### src/tw_regs.vh
`ifndef TW_REGS_VH
`define TW_REGS_VH

// Register byte offsets
`define TW_OFF_CTRL     8'h00
`define TW_OFF_STATUS   8'h04
`define TW_OFF_DATA     8'h08
`define TW_OFF_RATE     8'h0c
`define TW_OFF_IRQ_STAT 8'h10
`define TW_OFF_IRQ_CLR  8'h14
`define TW_OFF_IRQ_EN   8'h18
`define TW_OFF_MODE     8'h1c

// Control register fields
`define TW_CTRL_DONE    7
`define TW_CTRL_ACK_EN  6
`define TW_CTRL_START   5
`define TW_CTRL_STOP    4
`define TW_CTRL_WCOL    3
`define TW_CTRL_EN      2

// Status register layout
`define TW_CODE_MASK    8'hf8
`define TW_PRESC_LSB    0

// Interrupt status bits
`define TW_IRQ_DONE     0
`define TW_IRQ_WCOL     1
`define TW_IRQ_ARB      2
`define TW_IRQ_NACK     3

// Status codes
`define TW_ST_START     8'h08
`define TW_ST_RSTART    8'h10
`define TW_ST_AW_ACK    8'h18
`define TW_ST_AW_NACK   8'h20
`define TW_ST_DW_ACK    8'h28
`define TW_ST_DW_NACK   8'h30
`define TW_ST_ARB_LOST  8'h38
`define TW_ST_AR_ACK    8'h40
`define TW_ST_AR_NACK   8'h48
`define TW_ST_DR_ACK    8'h50
`define TW_ST_DR_NACK   8'h58
`define TW_ST_IDLE      8'hf8

// Mode encodings
`define TW_MODE_MT      2'b00
`define TW_MODE_MR      2'b01
`define TW_MODE_ST      2'b10
`define TW_MODE_SR      2'b11

// Rate reset value and bits per byte
`define TW_RATE_RST     8'h01
`define TW_BITS_PER_BYTE 4'd8

`endif

### src/tw_master.v
// Added by the designer: the register addresses and the APB interface to the registers.
`timescale 1ns/1ps
`default_nettype none
`include "tw_regs.vh"
module tw_master (
    // APB slave
    input  wire          pclk,
    input  wire          presetn,
    input  wire          psel,
    input  wire          penable,
    input  wire          pwrite,
    input  wire [7:0]    paddr,
    input  wire [31:0]   pwdata,
    output reg  [31:0]   prdata,
    output wire          pready,
    output wire          pslverr,
    // Interrupt
    output wire          irq,
    // Serial clock pin
    input  wire          scl_i,
    output wire          scl_o,
    output wire          scl_oe_n,
    // Serial data pin
    input  wire          sda_i,
    output wire          sda_o,
    output wire          sda_oe_n
);

    localparam ST_IDLE  = 3'd0;
    localparam ST_START = 3'd1;
    localparam ST_BYTE  = 3'd2;
    localparam ST_STOP  = 3'd3;
    localparam ST_WAIT  = 3'd4;

    // Registers seen by software
    reg        done;
    reg        ack_en;
    reg        start_req;
    reg        stop_req;
    reg        wcol;
    reg        en;
    reg [1:0]  presc;
    reg [7:0]  data_reg;
    reg [7:0]  rate;
    reg [3:0]  irq_stat;
    reg [3:0]  irq_en;
    // Engine state
    reg [2:0]  state;
    reg [1:0]  phase;
    reg [3:0]  bit_cnt;
    reg [7:0]  shift;
    reg [7:0]  code;
    reg [1:0]  mode;
    reg        addr_next;
    reg        rep_start;
    reg        ack_ok;
    reg        scl_low;
    reg        sda_low;
    reg        set_done;
    reg        arb_ev;
    reg        nack_ev;
    reg        rx_load;
    reg        stop_done;
    // Pin synchronisers
    reg [2:0]  scl_sy;
    reg [2:0]  sda_sy;
    reg        scl_s;
    reg        sda_s;

    wire       tick;
    wire       wr_acc;
    wire       hit;
    wire       ctrl_wr;
    wire       data_wr;
    wire       tx_byte;
    wire       launch;
    wire [7:0] status_code;

    // Code built from the ack bit of the byte just finished
    function [7:0] end_code;
        input       is_addr;
        input [1:0] md;
        input       ack;
        begin
            if (is_addr && md == `TW_MODE_MT)
                end_code = ack ? `TW_ST_AW_ACK : `TW_ST_AW_NACK;
            else if (is_addr)
                end_code = ack ? `TW_ST_AR_ACK : `TW_ST_AR_NACK;
            else if (md == `TW_MODE_MT)
                end_code = ack ? `TW_ST_DW_ACK : `TW_ST_DW_NACK;
            else
                end_code = ack ? `TW_ST_DR_ACK : `TW_ST_DR_NACK;
        end
    endfunction

    // Zero-wait-state bus, error on unmapped offsets
    assign hit = (paddr == `TW_OFF_CTRL) || (paddr == `TW_OFF_STATUS) ||
                 (paddr == `TW_OFF_DATA) || (paddr == `TW_OFF_RATE) ||
                 (paddr == `TW_OFF_IRQ_STAT) ||
                 (paddr == `TW_OFF_IRQ_CLR) ||
                 (paddr == `TW_OFF_IRQ_EN) || (paddr == `TW_OFF_MODE);
    assign pready  = 1'b1;
    assign pslverr = psel & penable & ~hit;
    assign wr_acc  = psel & penable & pwrite;
    assign ctrl_wr = wr_acc && paddr == `TW_OFF_CTRL;
    assign data_wr = wr_acc && paddr == `TW_OFF_DATA;

    // Idle code whenever no event is flagged; prescaler bits masked off
    assign status_code = (done ? code : `TW_ST_IDLE) & `TW_CODE_MASK;

    // Open-drain pins: enable low only while pulling low
    assign scl_o    = 1'b0;
    assign sda_o    = 1'b0;
    assign scl_oe_n = ~scl_low;
    assign sda_oe_n = ~sda_low;
    assign irq      = |(irq_stat & irq_en);

    // Transmitting bytes: address always, data only in master transmit
    assign tx_byte = addr_next || mode == `TW_MODE_MT;
    assign launch  = en && !done && !set_done;

    tw_tick_gen #(
        .CW      (16)
    ) u_tick (
        .pclk    (pclk),
        .presetn (presetn),
        .run     (en),
        .rate    (rate),
        .presc   (presc),
        .tick    (tick)
    );

    // Three-stage sync; level accepted once last two stages agree
    always @(posedge pclk or negedge presetn) begin
        if (!presetn) begin
            scl_sy <= 3'h7;
            sda_sy <= 3'h7;
            scl_s  <= 1'b1;
            sda_s  <= 1'b1;
        end else begin
            scl_sy <= {scl_sy[1:0], scl_i};
            sda_sy <= {sda_sy[1:0], sda_i};
            if (scl_sy[1] == scl_sy[2])
                scl_s <= scl_sy[2];
            if (sda_sy[1] == sda_sy[2])
                sda_s <= sda_sy[2];
        end
    end

    // Control register and done flag; hardware set beats software clear
    always @(posedge pclk or negedge presetn) begin
        if (!presetn) begin
            done      <= 1'b0;
            ack_en    <= 1'b0;
            start_req <= 1'b0;
            stop_req  <= 1'b0;
            wcol      <= 1'b0;
            en        <= 1'b0;
        end else begin
            if (set_done)
                done <= 1'b1;
            else if (ctrl_wr && pwdata[`TW_CTRL_DONE])
                done <= 1'b0;
            if (ctrl_wr) begin
                ack_en    <= pwdata[`TW_CTRL_ACK_EN];
                start_req <= pwdata[`TW_CTRL_START];
                stop_req  <= pwdata[`TW_CTRL_STOP];
                en        <= pwdata[`TW_CTRL_EN];
            end else if (stop_done) begin
                stop_req  <= 1'b0;
            end
            // Data written mid-transfer is dropped and flagged
            if (data_wr && !done)
                wcol <= 1'b1;
            else if (data_wr)
                wcol <= 1'b0;
        end
    end

    // Data, rate, prescaler and interrupt registers
    always @(posedge pclk or negedge presetn) begin
        if (!presetn) begin
            data_reg <= 8'hff;
            rate     <= `TW_RATE_RST;
            presc    <= 2'h0;
            irq_stat <= 4'h0;
            irq_en   <= 4'h0;
        end else begin
            if (rx_load)
                data_reg <= shift;
            else if (data_wr && done)
                data_reg <= pwdata[7:0];
            if (wr_acc && paddr == `TW_OFF_RATE)
                rate <= pwdata[7:0];
            if (wr_acc && paddr == `TW_OFF_STATUS)
                presc <= pwdata[`TW_PRESC_LSB+1:`TW_PRESC_LSB];
            if (wr_acc && paddr == `TW_OFF_IRQ_EN)
                irq_en <= pwdata[3:0];
            // Sticky events; a new event wins over its clear
            irq_stat <= (irq_stat &
                         ~((wr_acc && paddr == `TW_OFF_IRQ_CLR) ?
                           pwdata[3:0] : 4'h0)) |
                        {nack_ev, arb_ev, data_wr && !done, set_done};
        end
    end

    // Read data captured in the setup cycle
    always @(posedge pclk or negedge presetn) begin
        if (!presetn) begin
            prdata <= 32'h0;
        end else if (psel && !penable) begin
            case (paddr)
                `TW_OFF_CTRL:     prdata <= {24'h0, done, ack_en,
                                             start_req, stop_req, wcol,
                                             en, 2'b00};
                `TW_OFF_STATUS:   prdata <= {24'h0, status_code[7:3],
                                             1'b0, presc};
                `TW_OFF_DATA:     prdata <= {24'h0, data_reg};
                `TW_OFF_RATE:     prdata <= {24'h0, rate};
                `TW_OFF_IRQ_STAT: prdata <= {28'h0, irq_stat};
                `TW_OFF_IRQ_EN:   prdata <= {28'h0, irq_en};
                `TW_OFF_MODE:     prdata <= {30'h0, mode};
                default:          prdata <= 32'h0;
            endcase
        end
    end

    // Bus engine: four quarter-bit phases per bit
    always @(posedge pclk or negedge presetn) begin
        if (!presetn) begin
            state     <= ST_IDLE;
            phase     <= 2'd0;
            bit_cnt   <= 4'd0;
            shift     <= 8'h0;
            code      <= `TW_ST_IDLE;
            mode      <= `TW_MODE_MT;
            addr_next <= 1'b0;
            rep_start <= 1'b0;
            ack_ok    <= 1'b0;
            scl_low   <= 1'b0;
            sda_low   <= 1'b0;
            set_done  <= 1'b0;
            arb_ev    <= 1'b0;
            nack_ev   <= 1'b0;
            rx_load   <= 1'b0;
            stop_done <= 1'b0;
        end else begin
            set_done  <= 1'b0;
            arb_ev    <= 1'b0;
            nack_ev   <= 1'b0;
            rx_load   <= 1'b0;
            stop_done <= 1'b0;
            if (!en) begin
                state   <= ST_IDLE;
                phase   <= 2'd0;
                scl_low <= 1'b0;
                sda_low <= 1'b0;
            end else begin
                case (state)
                ST_IDLE: begin
                    // Start only on a free bus
                    if (launch && start_req && scl_s && sda_s) begin
                        state     <= ST_START;
                        phase     <= 2'd0;
                        rep_start <= 1'b0;
                    end
                end
                ST_WAIT: begin
                    scl_low <= 1'b1;
                    phase   <= 2'd0;
                    if (launch) begin
                        if (stop_req) begin
                            state <= ST_STOP;
                        end else if (start_req) begin
                            state     <= ST_START;
                            rep_start <= 1'b1;
                        end else begin
                            state   <= ST_BYTE;
                            shift   <= data_reg;
                            bit_cnt <= 4'd0;
                        end
                    end
                end
                ST_START: begin
                    if (tick) begin
                        case (phase)
                        2'd0: begin
                            sda_low <= 1'b0;
                            phase   <= 2'd1;
                        end
                        2'd1: begin
                            scl_low <= 1'b0;
                            // Slave may stretch; synced level lags a release
                            if (!scl_low && scl_s)
                                phase <= 2'd2;
                        end
                        2'd2: begin
                            sda_low <= 1'b1;
                            phase   <= 2'd3;
                        end
                        default: begin
                            scl_low   <= 1'b1;
                            state     <= ST_WAIT;
                            addr_next <= 1'b1;
                            set_done  <= 1'b1;
                            code      <= rep_start ? `TW_ST_RSTART :
                                                     `TW_ST_START;
                        end
                        endcase
                    end
                end
                ST_BYTE: begin
                    if (tick) begin
                        case (phase)
                        2'd0: begin
                            // Bit value set while clock is low
                            if (bit_cnt < `TW_BITS_PER_BYTE)
                                sda_low <= tx_byte & ~shift[7];
                            else
                                sda_low <= ~tx_byte & ack_en;
                            phase <= 2'd1;
                        end
                        2'd1: begin
                            scl_low <= 1'b0;
                            // Stale synced high would sample data too early
                            if (!scl_low && scl_s)
                                phase <= 2'd2;
                        end
                        2'd2: begin
                            if (bit_cnt < `TW_BITS_PER_BYTE &&
                                tx_byte && shift[7] && !sda_s) begin
                                // Lost arbitration: let go of the bus
                                sda_low  <= 1'b0;
                                scl_low  <= 1'b0;
                                state    <= ST_IDLE;
                                code     <= `TW_ST_ARB_LOST;
                                set_done <= 1'b1;
                                arb_ev   <= 1'b1;
                            end else begin
                                if (bit_cnt < `TW_BITS_PER_BYTE)
                                    shift <= {shift[6:0], sda_s};
                                else
                                    ack_ok <= tx_byte ? ~sda_s
                                                      : ack_en;
                                phase <= 2'd3;
                            end
                        end
                        default: begin
                            scl_low <= 1'b1;
                            if (bit_cnt == `TW_BITS_PER_BYTE) begin
                                // Ninth clock done: byte complete
                                sda_low   <= 1'b0;
                                state     <= ST_WAIT;
                                set_done  <= 1'b1;
                                nack_ev   <= tx_byte & ~ack_ok;
                                rx_load   <= ~tx_byte;
                                addr_next <= 1'b0;
                                code      <= end_code(addr_next, mode,
                                                      ack_ok);
                            end else begin
                                // Direction bit picks the master mode
                                if (addr_next &&
                                    bit_cnt == `TW_BITS_PER_BYTE - 4'd1)
                                    mode <= shift[0] ? `TW_MODE_MR
                                                     : `TW_MODE_MT;
                                bit_cnt <= bit_cnt + 4'd1;
                                phase   <= 2'd0;
                            end
                        end
                        endcase
                    end
                end
                ST_STOP: begin
                    if (tick) begin
                        case (phase)
                        2'd0: begin
                            sda_low <= 1'b1;
                            phase   <= 2'd1;
                        end
                        2'd1: begin
                            scl_low <= 1'b0;
                            if (!scl_low && scl_s)
                                phase <= 2'd2;
                        end
                        2'd2: begin
                            sda_low <= 1'b0;
                            phase   <= 2'd3;
                        end
                        default: begin
                            // No flag after STOP; pending start follows
                            state     <= ST_IDLE;
                            stop_done <= 1'b1;
                        end
                        endcase
                    end
                end
                default: begin
                    state <= ST_IDLE;
                end
                endcase
            end
        end
    end

endmodule
`default_nettype wire

### src/tw_tick_gen.v
`timescale 1ns/1ps
`default_nettype none
// Quarter-bit enable pulse: period (rate+1) * 4^presc cycles
module tw_tick_gen #(
    parameter CW = 16
) (
    // Clock and reset
    input  wire          pclk,
    input  wire          presetn,
    // Control
    input  wire          run,
    input  wire [7:0]    rate,
    input  wire [1:0]    presc,
    // Enable out
    output reg           tick
);

    reg  [CW-1:0] cnt;
    wire [CW-1:0] period;

    // Prescaler multiplies by powers of four
    assign period = ({{(CW-8){1'b0}}, rate} + {{(CW-1){1'b0}}, 1'b1})
                    << {presc, 1'b0};

    // Down counter; stopped counter keeps lines quiet
    always @(posedge pclk or negedge presetn) begin
        if (!presetn) begin
            cnt  <= {CW{1'b0}};
            tick <= 1'b0;
        end else if (!run) begin
            cnt  <= {CW{1'b0}};
            tick <= 1'b0;
        end else if (cnt == {CW{1'b0}}) begin
            cnt  <= period - {{(CW-1){1'b0}}, 1'b1};
            tick <= 1'b1;
        end else begin
            cnt  <= cnt - {{(CW-1){1'b0}}, 1'b1};
            tick <= 1'b0;
        end
    end

endmodule
`default_nettype wire

### config.mk
export PLATFORM = sky130hd
export DESIGN_NAME = tw_master
export DESIGN_NICKNAME = d
export VERILOG_FILES = /design/src/tw_master.v /design/src/tw_tick_gen.v
export VERILOG_INCLUDE_DIRS = /design/src /design/src/src
export SDC_FILE = /design/constraint.sdc
export NUM_CORES = 1
export LEC_CHECK = 0
export BUFFER_PORTS_ARGS = -buffer_cell sky130_fd_sc_hd__buf_2
export CORE_ASPECT_RATIO = 0.8
export CORE_UTILIZATION = 57
export CTS_CLUSTER_DIAMETER = 30
export DETAILED_ROUTE_END_ITERATION = 8
export PLACE_DENSITY = 0.88
export REMOVE_ABC_BUFFERS = 1
export SLEW_MARGIN = 20
export SYNTH_ARGS = -nofsm -noshare
export SYNTH_HDL_FRONTEND = slang
export SYNTH_HIERARCHICAL = 1
export SYNTH_SLANG_ARGS = --single-unit
### constraint.sdc
create_clock -name pclk -period 7.69 [get_ports pclk]
set_input_delay 2.307 -clock pclk [delete_from_list [all_inputs] [get_ports pclk]]
set_output_delay 2.307 -clock pclk [all_outputs]
set_load 0.005 [all_outputs]
Yosys cells after proc, flatten, opt, wreduce, memory -nomap -nowiden:

Cells that the tools add are included.

* register bits: 126
* latch bits: 0
* memory bits (writable): 0
* memory bits (read-only): 0
* input port bits: 47
* output and inout bits: 39
* logic and storage cells: 305
* memories kept: 0

* $add $sub $neg: 4
* $mul: 0
* divide/modulo/power cells: 0
* magnitude comparators: 1
* equality and inequality tests: 58
* shift-type cells: 1
* multiplexer cells: 124
* bitwise gates (word level): 21
* reduce and logical (&&, ||, !) cells: 62

Operator list (number)
* $mux 8: 15
* $pmux 8 s7: 1
* $mux 1: 52
* $pmux 8 s2: 3
* $mux 4: 9
* $ne 3x3->1 const B: 11
* $eq 8x5->1 const B: 4
* $mux 16: 2
* $sub 16x1->16 const B: 2
* $mux 3: 10
* $ne 2x2->1 const B: 13
* $reduce_and 8->1: 3
* $logic_and 1x1->1: 21
* $mux 7: 3
* $mux 2: 9
* $reduce_and 6->1: 3
* $reduce_and 9->1: 2
* $eq 8x4->1 const B: 2
* $logic_not 16->1: 1
* $ne 4x4->1 const B: 4
* $shl 16x3->16: 1
* $pmux 3 s5: 1
* $pmux 1 s2: 7
* $reduce_and 7->1: 2
* 43 further kinds: 90

Logic depth before layout (Yosys ltp):

Gate-level depths: netlist of run 1.

* depth in word-level cells: 10
* gate-level depth with buffers: 11
* gate-level depth less buffers: 10

Cells and area by module:

Netlist of run 1, hierarchy kept.

By module, submodules not included
* tw_master: instances 1, cells each 479, area each 4610.7 sq um, sequential area each 2054.5 sq um
* tw_tick_gen: instances 1, cells each 187, area each 1571.5 sq um, sequential area each 425.4 sq um

Worst setup path after synthesis of run 1:

Ideal clock, no wire load.

* kind: input-to-output
* start point: in paddr[5]
* end point: out pslverr
* arrival time: 2868 ps
* required time: 5383 ps
* path slack: 2515 ps
* cell stages on the path: 3
* buffers on the path: 0
* cell sequence: nor3_1 nand2_1 and3_1

* cells in the longest elaborated chain, start to end: 10
* elaborated cells between the ends (all ways): 17
* classes of those cells: eq/ne: 7; bitwise: 2; reduce/logical: 8

RTL lines
* start, declared: RTL line tw_master.v:12 `input wire [7:0] paddr,`
* $eq 8x3->1 or $logic_not 8->1 (tied branches)
* $logic_or 1x1->1 (6 in series): RTL line tw_master.v:97 `` assign hit = (paddr == `TW_OFF_CTRL) || (paddr == `TW_OFF_STATUS) || ``
* $logic_or 1x1->1 (*): RTL line tw_master.v:97
* $not 1->1 (*): RTL line tw_master.v:103 `assign pslverr = psel & penable & ~hit;`
* $and 1x1->1 (*): RTL line tw_master.v:103
* end, declared: RTL line tw_master.v:16 `output wire pslverr,`

Every way passes the cells marked *; elsewhere a longest branch is shown, timed or not.

Worst setup path in the final report of run 1:

Ends and elaborated chain as after synthesis.

==> results of run 1 <==
==> cell type report <==
type,count,area share (%)
multi-input cells,504,50.6
flip-flops and latches,98,37.9
clock buffers,10,3.66
repair buffers,37,3.04
well taps,140,2.68
inverters,23,1.32
clock inverters,6,0.746
==> power by group through the flow <==
stage	clock network, mW	logic, mW	registers [mW]
floorplan	0	0.364	0.652
global placement	0	0.452	0.674
detailed placement	0	0.474	0.680
CTS	0.443	0.481	0.671
global route	0.464	0.539	0.684
finish	0.443	0.491	0.675
==> cells in the mapped netlist, types with 3 or more instances <==
master | instances | area [um^2]
a31o_2 | 3 | 26.3
o211ai_1 | 6 | 45.0
a21oi_1 | 29 | 145
a21boi_0 | 5 | 37.5
and3_1 | 9 | 56.3
o22ai_1 | 6 | 37.5
dfstp_2 | 22 | 578
dfrtp_1 | 76 | 1900
nand3_1 | 14 | 70.1
nand2b_1 | 9 | 56.3
a21o_1 | 5 | 37.5
nor2_1 | 32 | 120
nand2_1 | 75 | 282
buf_4 | 27 | 203
clkbuf_1 | 20 | 75.1
nand4b_1 | 3 | 26.3
o31ai_1 | 6 | 45.0
nor2b_1 | 17 | 106
and2_1 | 3 | 18.8
and2_2 | 3 | 22.5
mux2_2 | 25 | 282
mux2i_1 | 26 | 260
a31oi_1 | 13 | 81.3
nor4_1 | 8 | 50.1
o21ai_0 | 56 | 280
a22o_1 | 7 | 61.3
buf_2 | 7 | 35.0
a211oi_1 | 6 | 45.0
a311oi_1 | 6 | 52.6
a22oi_1 | 4 | 30.0
ha_1 | 9 | 113
nor3b_1 | 6 | 45.0
buf_1 | 4 | 15.0
xor2_1 | 5 | 43.8
nand3b_1 | 6 | 45.0
nand4_1 | 9 | 56.3
inv_1 | 23 | 86.3
nor3_1 | 14 | 70.1
buf_6 | 7 | 78.8
==> worst min-delay path by stage <==
stage                   start   endpoint  slack (ns)
floorplan           scl_sy[0]  scl_sy[1]        0.35
global placement    scl_sy[0]  scl_sy[1]        0.35
detailed placement  sda_sy[0]  sda_sy[1]        0.35
CTS                 sda_sy[0]  sda_sy[1]        0.36
global route        sda_sy[0]  sda_sy[1]        0.36
finish              scl_sy[0]  scl_sy[1]        0.36
==> worst register-to-register path: cells and delay by family, from the launching register on <==
kind,cells,cell delay [ns]
flip-flops,1,0.93
AO/OA/AOI/OAI,3,0.95
AND/OR/NAND/NOR,2,0.94
multiplexers,2,0.63
==> per-layer routing <==
layer / wire length (um) / part of all wire, % / track usage, %
met5: 0 / 0 / 0
met4: 316 / 2.0 / 10.4
met3: 1340 / 8.7 / 5.44
met2: 7310 / 47 / 45.8
met1: 6560 / 42 / 37.9
==> logic make-up after synthesis <==
logic type               Yosys count  share of synthesized area [%]
flip-flops                        98                           40.1
buffers and inverters             89                           8.05
multiplexers                      53                           9.49
AND/OR/NAND/NOR                  231                           20.6
other                              2                          0.121
XOR/XNOR                           7                          0.992
AO/OA/AOI/OAI                    175                           18.5
adder cells (fa/ha/maj)           11                           2.15
==> stage by stage <==
stage / total power [mW] / util [%] / cell area [um^2]
2_1_floorplan: 1.02 / - / 5860
3_3_place_gp: 1.13 / 59.9 / 6230
3_5_place_dp: 1.15 / 59.9 / 6230
4_1_cts: 1.60 / 62.7 / 6520
5_1_grt: 1.69 / 62.8 / 6540
6_report: 1.61 / 62.8 / 6540
==> flow_metrics.env, run 1 <==
export IMPL_grt_pass1_vias=4973
export IMPL_antenna_cells=0
export IMPL_core_area_um2=10400
export IMPL_swShare_pct=37.1
export IMPL_p_int_mw=1.01
export IMPL_holdWs_ns=0.358
export IMPL_numCtsBuffers=9
export IMPL_top_register="u_tick/cnt"
export IMPL_dieArea_um2=11300
export IMPL_gp_congestion=0.908
export IMPL_worstSetupEndpointType="output port"
export IMPL_startpoint="paddr[5]"
export IMPL_power_frac_clock_pct=27.5
export IMPL_ff_latch_area_um2=2480
export IMPL_drtAntennaViolNets=0
export IMPL_hpwl_um=10700
export IMPL_cp_arrival_ns=3.21
export IMPL_largest_reg_flops=16
export IMPL_fmax_mhz=181
export IMPL_maxSlewViolCount=0
export IMPL_setup_violations=0
export IMPL_cap_violations=0
export IMPL_layout_common_cells="dfrtp_1, nand2_1, o21ai_0"
export IMPL_crit_buf_inv=2
export IMPL_switchingPower_uw=597
export IMPL_die_width_um=118
export IMPL_drive_gt1_share_pct=18.4
export IMPL_reg2regPathDepth=7
export IMPL_critPathMaxFanout=5
export IMPL_insertion_delay_ns=0.36
export IMPL_path_depth=5
export IMPL_finalNonFillerCells=818
export IMPL_synth_seq_cells=98
export IMPL_hold_depth=0
export IMPL_finClkSkew_ns=0.00942
export IMPL_grt_antenna_before_repair=0
export IMPL_syn_area_per_cell_um2=9.28
export IMPL_maxSlewHeadroom_pct=38.8
export IMPL_post_place_ws_ns=2.19
export IMPL_via_per_inst=6.51
export IMPL_final_common_cell="dfrtp_1"
export IMPL_rsz0062_at_grt="false"
export IMPL_numClockSinks=98
export IMPL_cts_resized=0
export IMPL_clk_path_buf_depth=2
export IMPL_first_pass_iters=5
export IMPL_grt_max_degree=85
export IMPL_vias=5323
export IMPL_grtUsageTotal_pct=28.2
export IMPL_p_leak_nw=2.77
export IMPL_synth_area_um2=6180
export IMPL_post_cts_buffers=0
export IMPL_finalSetupTns_ns=0
export IMPL_final_nets=729
export IMPL_grt_pass1_wl_um=24800
export IMPL_rrSetupSlack_ns=4.15
export IMPL_finalHoldViolCount=0
export IMPL_r2r_start="presc[0]"
export IMPL_worstPathRequired_ns=5.38
export IMPL_yosys_warnings=6
export IMPL_max_vdd_ir_drop_mv=0.221
export IMPL_n_fill_cell=828
export IMPL_max_slew_worst_pin_slew_ns=0.911
export IMPL_critical_path_slowest_cell="nor3_1"
export IMPL_tritoncts="yes"
export IMPL_critPathLaunchType="input pin"
export IMPL_cp_top_family="simple AND/OR/NAND/NOR gates"
export IMPL_comb_power_share_pct=30.5
export IMPL_max_stage_delay_ns=0.29
export IMPL_drc=0
export IMPL_cp_endpoint="pslverr"
export IMPL_ctsHoldBuffers=0
export IMPL_yosysUniqueCellTypes=81
export IMPL_routed_wirelength_um=15500
export IMPL_synthCells=666
export IMPL_post_drt_wl_per_cell_um=19.0
export IMPL_fin_crit_ns=5.51
export IMPL_synthArstFlopShare_pct=100
export IMPL_synth_edf_count=0
export IMPL_clkSlewWorstSetupHoldPaths_ns=0.06
export IMPL_portBuffers=34
export IMPL_cp_cell_sequence="buf_2, nor3_1, nand2_1, and3_1, buf_2"
export IMPL_rows=33
export IMPL_powerDensity_nw_per_um2=246
export IMPL_path_class="in -> out"
export IMPL_seq_power_share_pct=41.9
export IMPL_drt_iter0_drc=591
export IMPL_timing_final_crit_share_pct=71.7
export IMPL_setup_ws_ns=2.18
export IMPL_dieHeight_um=95.2
export IMPL_dp_cells=801
export IMPL_multiInputGateArea_um2=3310
export IMPL_outcome="complete, no violations"
export IMPL_grt_overflow=0
export IMPL_clockRootBuffer="clkbuf_16"
export IMPL_cpMostUsedCell="buf_2"
export IMPL_ios=86
export IMPL_htree_num_levels=3
export IMPL_reg2reg_to="u_tick/cnt[15]"
export IMPL_hold_class="reg -> reg"
export IMPL_start_util_pct=59.4
export IMPL_area_delta_synth_final_pct=5.75
export IMPL_synth_ff_type="dfrtp_1"
export IMPL_seq_area_frac_synth_pct=40.1
(Power assumes the default switching activity.)
==> run 2, diff against run 1 <==
--- a/config.mk
+++ b/config.mk
@@ -8,10 +8,10 @@
 export LEC_CHECK = 0
 export BUFFER_PORTS_ARGS = -buffer_cell sky130_fd_sc_hd__buf_2
 export CORE_ASPECT_RATIO = 0.8
-export CORE_UTILIZATION = 57
+export CORE_UTILIZATION = 53
 export CTS_CLUSTER_DIAMETER = 30
 export DETAILED_ROUTE_END_ITERATION = 8
-export PLACE_DENSITY = 0.88
+export PLACE_DENSITY = 0.86
 export REMOVE_ABC_BUFFERS = 1
 export SLEW_MARGIN = 20
 export SYNTH_ARGS = -nofsm -noshare
==> constraint.sdc (replaced) <==
create_clock -name pclk -period 4.8 [get_ports pclk]
set_input_delay 1.44 -clock pclk [delete_from_list [all_inputs] [get_ports pclk]]
set_output_delay 1.44 -clock pclk [all_outputs]
set_load 0.005 [all_outputs]
==> flow_metrics.env, run 2 (same netlist as run 1, synthesis figures left out) <==
export IMPL_outcome="complete, no violations"
export IMPL_clockRootBuffer="clkbuf_16"
export IMPL_cts_resized=0
export IMPL_top_register="u_tick/cnt"
export IMPL_final_common_cell="dfrtp_1"
export IMPL_post_route_util_pct=59.1
export IMPL_die_width_um=123
export IMPL_first_pass_iters=5
export IMPL_grt_antenna_before_repair=0
export IMPL_worstPathRequired_ns=3.36
export IMPL_max_slew_worst_pin_slew_ns=0.953
export IMPL_setup_ws_ns=1.04
export IMPL_grt_pass1_vias=4875
export IMPL_hpwl_um=10700
export IMPL_place_area_um2=6240
export IMPL_grt_pass1_wl_um=24500
export IMPL_layout_common_cells="dfrtp_1, nand2_1, o21ai_0"
export IMPL_critPathLaunchType="input pin"
export IMPL_rows=34
export IMPL_final_area_um2=6570
export IMPL_post_place_ws_ns=1.05
export IMPL_numClockSinks=98
export IMPL_finalHoldViolCount=0
export IMPL_gp_congestion=0.946
export IMPL_cp_arrival_ns=2.32
export IMPL_area_delta_synth_final_pct=6.19
export IMPL_post_cts_buffers=0
export IMPL_grt_overflow=0
export IMPL_portBuffers=34
export IMPL_ios=86
export IMPL_post_drt_wl_per_cell_um=18.4
export IMPL_clkSlewWorstSetupHoldPaths_ns=0.07
export IMPL_holdWs_ns=0.357
export IMPL_drtAntennaViolNets=0
export IMPL_largest_reg_flops=16
export IMPL_fin_crit_ns=3.76
export IMPL_maxSlewHeadroom_pct=35.9
export IMPL_tritoncts="yes"
export IMPL_clk_path_buf_depth=2
export IMPL_setup_violations=0
export IMPL_p_leak_nw=2.78
export IMPL_fin_total_pwr_mw=2.60
export IMPL_final_nets=730
export IMPL_finalSetupTns_ns=0
export IMPL_rrSetupSlack_ns=1.24
export IMPL_antenna_cells=0
export IMPL_drive_gt1_share_pct=18.6
export IMPL_cap_violations=0
export IMPL_path_class="in -> out"
export IMPL_grtUsageTotal_pct=26.0
export IMPL_fmax_mhz=266
export IMPL_max_vdd_ir_drop_mv=0.301
export IMPL_finClkSkew_ns=0.0130
export IMPL_rsz0062_at_grt="false"
export IMPL_routed_wirelength_um=15200
export IMPL_hold_class="reg -> reg"
export IMPL_ctsHoldBuffers=0
export IMPL_dieHeight_um=98.6
export IMPL_vias=5252
export IMPL_finalNonFillerCells=823
export IMPL_powerDensity_nw_per_um2=397
export IMPL_via_per_inst=6.38
export IMPL_dp_cells=806
export IMPL_dieArea_um2=12100
export IMPL_maxSlewViolCount=0
export IMPL_drt_iter0_drc=610
export IMPL_worstSetupEndpointType="output port"
export IMPL_insertion_delay_ns=0.36
export IMPL_timing_final_crit_share_pct=78.3
export IMPL_critPathMaxFanout=5
export IMPL_start_util_pct=55.7
export IMPL_numCtsBuffers=9
export IMPL_htree_num_levels=3
export IMPL_drc=0
export IMPL_grt_max_degree=62
export IMPL_core_area_um2=11100
run 2: changes by cell type in the layout (fill, tap and decap cells not counted), moves of 2 or more:
cell        before  now
clkinv_4         0    2
clkinvlp_4       2    0
clkinv_8         0    2
buf_4            2    4
run 2: worst paths after layout:
path	from	to	depth (start not counted)
setup / recovery	paddr[5]	pslverr	5
max in group asynchronous	presetn	sda_s	2
hold reg to reg	sda_sy[0]	sda_sy[1]	0
setup reg to reg	presc[0]	u_tick/cnt[15]	7
hold / removal	sda_sy[0]	sda_sy[1]	0
min in group asynchronous	presetn	prdata[0]	1
run 2: final cells by class:
| class | instances | area (um^2) |
|---|---|---|
| Clock buffer | 9 | 225 |
| Clock inverter | 7 | 81.3 |
| Fill cell | 883 | 4540 |
| Inverter | 23 | 86.3 |
| Multi-Input combinational cell | 504 | 3310 |
| Sequential cell | 98 | 2480 |
| Tap cell | 144 | 180 |
| Timing Repair Buffer | 38 | 203 |
run 2: power by group:
part           internal (mW)  switching [mW]  leakage (nW)
clock                  0.372           0.365         0.150
sequential             0.939           0.139          1.25
combinational          0.310           0.481          1.39
total                   1.62           0.984          2.78
run 2: layer usage:
layer | GRT usage (%) | wire (um)
met3 | 6.08 | 1340
met4 | 7.69 | 317
met5 | 0 | 0
met2 | 39.3 | 6810
met1 | 37.0 | 6680
run 2: critical path, stage by stage:
cell and delay [ns]:
buf_2 0.10, nor3_1 0.28, nand2_1 0.18, and3_1 0.21, buf_2 0.12
==> run 3, diff against run 2 <==
--- a/config.mk
+++ b/config.mk
@@ -8,10 +8,10 @@
 export LEC_CHECK = 0
 export BUFFER_PORTS_ARGS = -buffer_cell sky130_fd_sc_hd__buf_2
 export CORE_ASPECT_RATIO = 0.8
-export CORE_UTILIZATION = 53
+export CORE_UTILIZATION = 57
 export CTS_CLUSTER_DIAMETER = 30
 export DETAILED_ROUTE_END_ITERATION = 8
-export PLACE_DENSITY = 0.86
+export PLACE_DENSITY = 0.88
 export REMOVE_ABC_BUFFERS = 1
 export SLEW_MARGIN = 20
 export SYNTH_ARGS = -nofsm -noshare
==> constraint.sdc (replaced) <==
create_clock -name pclk -period 3.8 [get_ports pclk]
set_input_delay 1.14 -clock pclk [delete_from_list [all_inputs] [get_ports pclk]]
set_output_delay 1.14 -clock pclk [all_outputs]
set_load 0.005 [all_outputs]
==> flow_metrics.env, run 3 (same netlist as run 1, synthesis figures left out) <==
export IMPL_worstPathRequired_ns=4.07
export IMPL_grt_max_degree=60
export IMPL_ctsHoldBuffers=0
export IMPL_multiInputGateArea_um2=3300
export IMPL_swShare_pct=35.8
export IMPL_fin_total_pwr_mw=3.28
export IMPL_post_route_util_pct=63.1
export IMPL_finalSetupTns_ns=0
export IMPL_rows=33
export IMPL_critical_path_slowest_cell="dfstp_2"
export IMPL_critPathMaxFanout=11
export IMPL_outcome="complete, no violations"
export IMPL_tritoncts="yes"
export IMPL_first_pass_iters=5
export IMPL_grt_pass1_wl_um=23900
export IMPL_setup_ws_ns=0.365
export IMPL_max_stage_delay_ns=0.67
export IMPL_path_class="reg -> reg"
export IMPL_final_nets=730
export IMPL_finClkSkew_ns=0.0108
export IMPL_r2r_start="rate[0]"
export IMPL_seq_power_share_pct=41.4
export IMPL_routedLengthMet1_um=6320
export IMPL_cp_cell_sequence="ha_1, nor2b_1, o211ai_1, a41oi_4, a2111o_1, nor4_1, and4_1, mux2i_1"
export IMPL_clk_path_buf_depth=2
export IMPL_wl_met2_um=6760
export IMPL_grt_antenna_before_repair=0
export IMPL_final_area_um2=6560
export IMPL_post_place_ws_ns=0.472
export IMPL_maxSlewViolCount=0
export IMPL_vias=5248
export IMPL_portBuffers=34
export IMPL_final_common_cell="dfrtp_1"
export IMPL_place_area_um2=6260
export IMPL_drt_iter0_drc=672
export IMPL_reg2regPathDepth=8
export IMPL_grt_overflow=0
export IMPL_reg2reg_to="u_tick/cnt[15]"
export IMPL_power_frac_clock_pct=28.6
export IMPL_timing_final_crit_share_pct=90.4
export IMPL_setup_violations=0
export IMPL_post_drt_wl_per_cell_um=18.3
export IMPL_top_register="u_tick/cnt"
export IMPL_min_delay_start="scl_sy[0]"
export IMPL_insertion_delay_ns=0.35
export IMPL_cp_arrival_ns=3.70
export IMPL_via_per_inst=6.41
export IMPL_fmax_mhz=291
export IMPL_numCtsBuffers=9
export IMPL_layout_common_cells="dfrtp_1, nand2_1, o21ai_0"
export IMPL_rsz0062_at_grt="false"
export IMPL_core_area_um2=10400
export IMPL_min_to="scl_sy[1]"
export IMPL_drtAntennaViolNets=0
export IMPL_dieArea_um2=11300
export IMPL_ff_latch_area_um2=2480
export IMPL_p_int_mw=2.11
export IMPL_n_fill_cell=841
export IMPL_drc=0
export IMPL_max_slew_worst_pin_slew_ns=1.02
export IMPL_cts_resized=0
export IMPL_cap_violations=0
export IMPL_drive_gt1_share_pct=18.3
export IMPL_max_vdd_ir_drop_mv=0.403
export IMPL_powerDensity_nw_per_um2=500
export IMPL_antenna_cells=0
export IMPL_hold_depth=0
export IMPL_finalHoldViolCount=0
export IMPL_gp_congestion=0.918
export IMPL_worstSetupEndpointType="flip-flop"
export IMPL_maxSlewHeadroom_pct=31.8
export IMPL_grt_pass1_vias=4794
export IMPL_comb_power_share_pct=30.0
export IMPL_p_leak_nw=2.79
export IMPL_die_width_um=118
export IMPL_topRoutingLayerUsed="met4"
export IMPL_hpwl_um=10500
export IMPL_area_delta_synth_final_pct=6.17
export IMPL_critPathLaunchType="flip-flop"
export IMPL_hold_class="reg -> reg"
export IMPL_grtUsageTotal_pct=27.2
export IMPL_switchingPower_mw=1.17
export IMPL_post_cts_buffers=0
export IMPL_largest_reg_flops=16
export IMPL_ios=86
export IMPL_dieHeight_um=95.2
export IMPL_clockRootBuffer="clkbuf_16"
export IMPL_rrSetupSlack_ns=0.37
export IMPL_fin_crit_ns=3.43
export IMPL_routed_wirelength_um=15000
export IMPL_numClockSinks=98
export IMPL_clkSlewWorstSetupHoldPaths_ns=0.07
export IMPL_start_util_pct=59.4
export IMPL_route_met3_wl_um=1470
export IMPL_htree_num_levels=3
[run 3: cell types whose count changed in the layout (fill, tap and decap cells not counted), sizes merged]
cell / change
inv: -1
buf: +1
clkbuf: +1
clkinv: -2
bufinv: +1
[run 3: final cells by class]
| class | count | share of cell area (%) |
|---|---|---|
| multi-input cells | 504 | 50.3 |
| flip-flops and latches | 98 | 37.8 |
| clock buffers | 11 | 3.70 |
| repair buffers | 38 | 3.28 |
| well taps | 140 | 2.67 |
| inverters | 23 | 1.32 |
| clock inverters | 5 | 0.934 |
[run 3: metrics by stage]
| stage | hold WS, ns | instances |
|---|---|---|
| detailed placement | 0.347 | 803 |
| CTS | 0.359 | 819 |
| finish | 0.358 | 819 |
| floorplan | 0.345 | 625 |
| global route | 0.360 | 819 |
| global placement | 0.348 | 803 |
[run 3: worst max-delay path: cells and delay by family, from the launching register on]
kind / cells / cell delay (ns)
flip-flops: 1 / 0.67
AND/OR/NAND/NOR: 3 / 1.10
multiplexers: 1 / 0.20
adder cells (fa/ha/maj): 1 / 0.40
AO/OA/AOI/OAI: 3 / 0.99
[run 3: per-layer routing]
| layer | up-vias | global-route usage, % |
|---|---|---|
| met5 | - | 0 |
| met4 | 0 | 13.1 |
| met3 | 48 | 6.94 |
| met2 | 301 | 41.0 |
| met1 | 2519 | 36.9 |
| li1 | 2380 | - |
[run 3: power groups by stage]
stage | sequential (mW) | clock [mW] | combinational, mW
4_1_cts | 1.35 | 0.947 | 0.962
3_3_place_gp | 1.36 | 0 | 0.916
6_report | 1.36 | 0.939 | 0.983
3_5_place_dp | 1.37 | 0 | 0.946
5_1_grt | 1.38 | 0.983 | 1.08
2_1_floorplan | 1.32 | 0 | 0.736
[run 3: worst max path at each step]
stage | slack, ns | from | endpoint
final | 0.37 | rate[0] | u_tick/cnt[15]
after global routing | 0.23 | rate[0] | u_tick/cnt[15]
after CTS | 0.44 | rate[0] | u_tick/cnt[15]
after detailed placement | 0.47 | rate[0] | u_tick/cnt[15]
after global placement | 0.61 | paddr[5] | pslverr
after floorplan | 0.84 | presc[0] | u_tick/cnt[13]
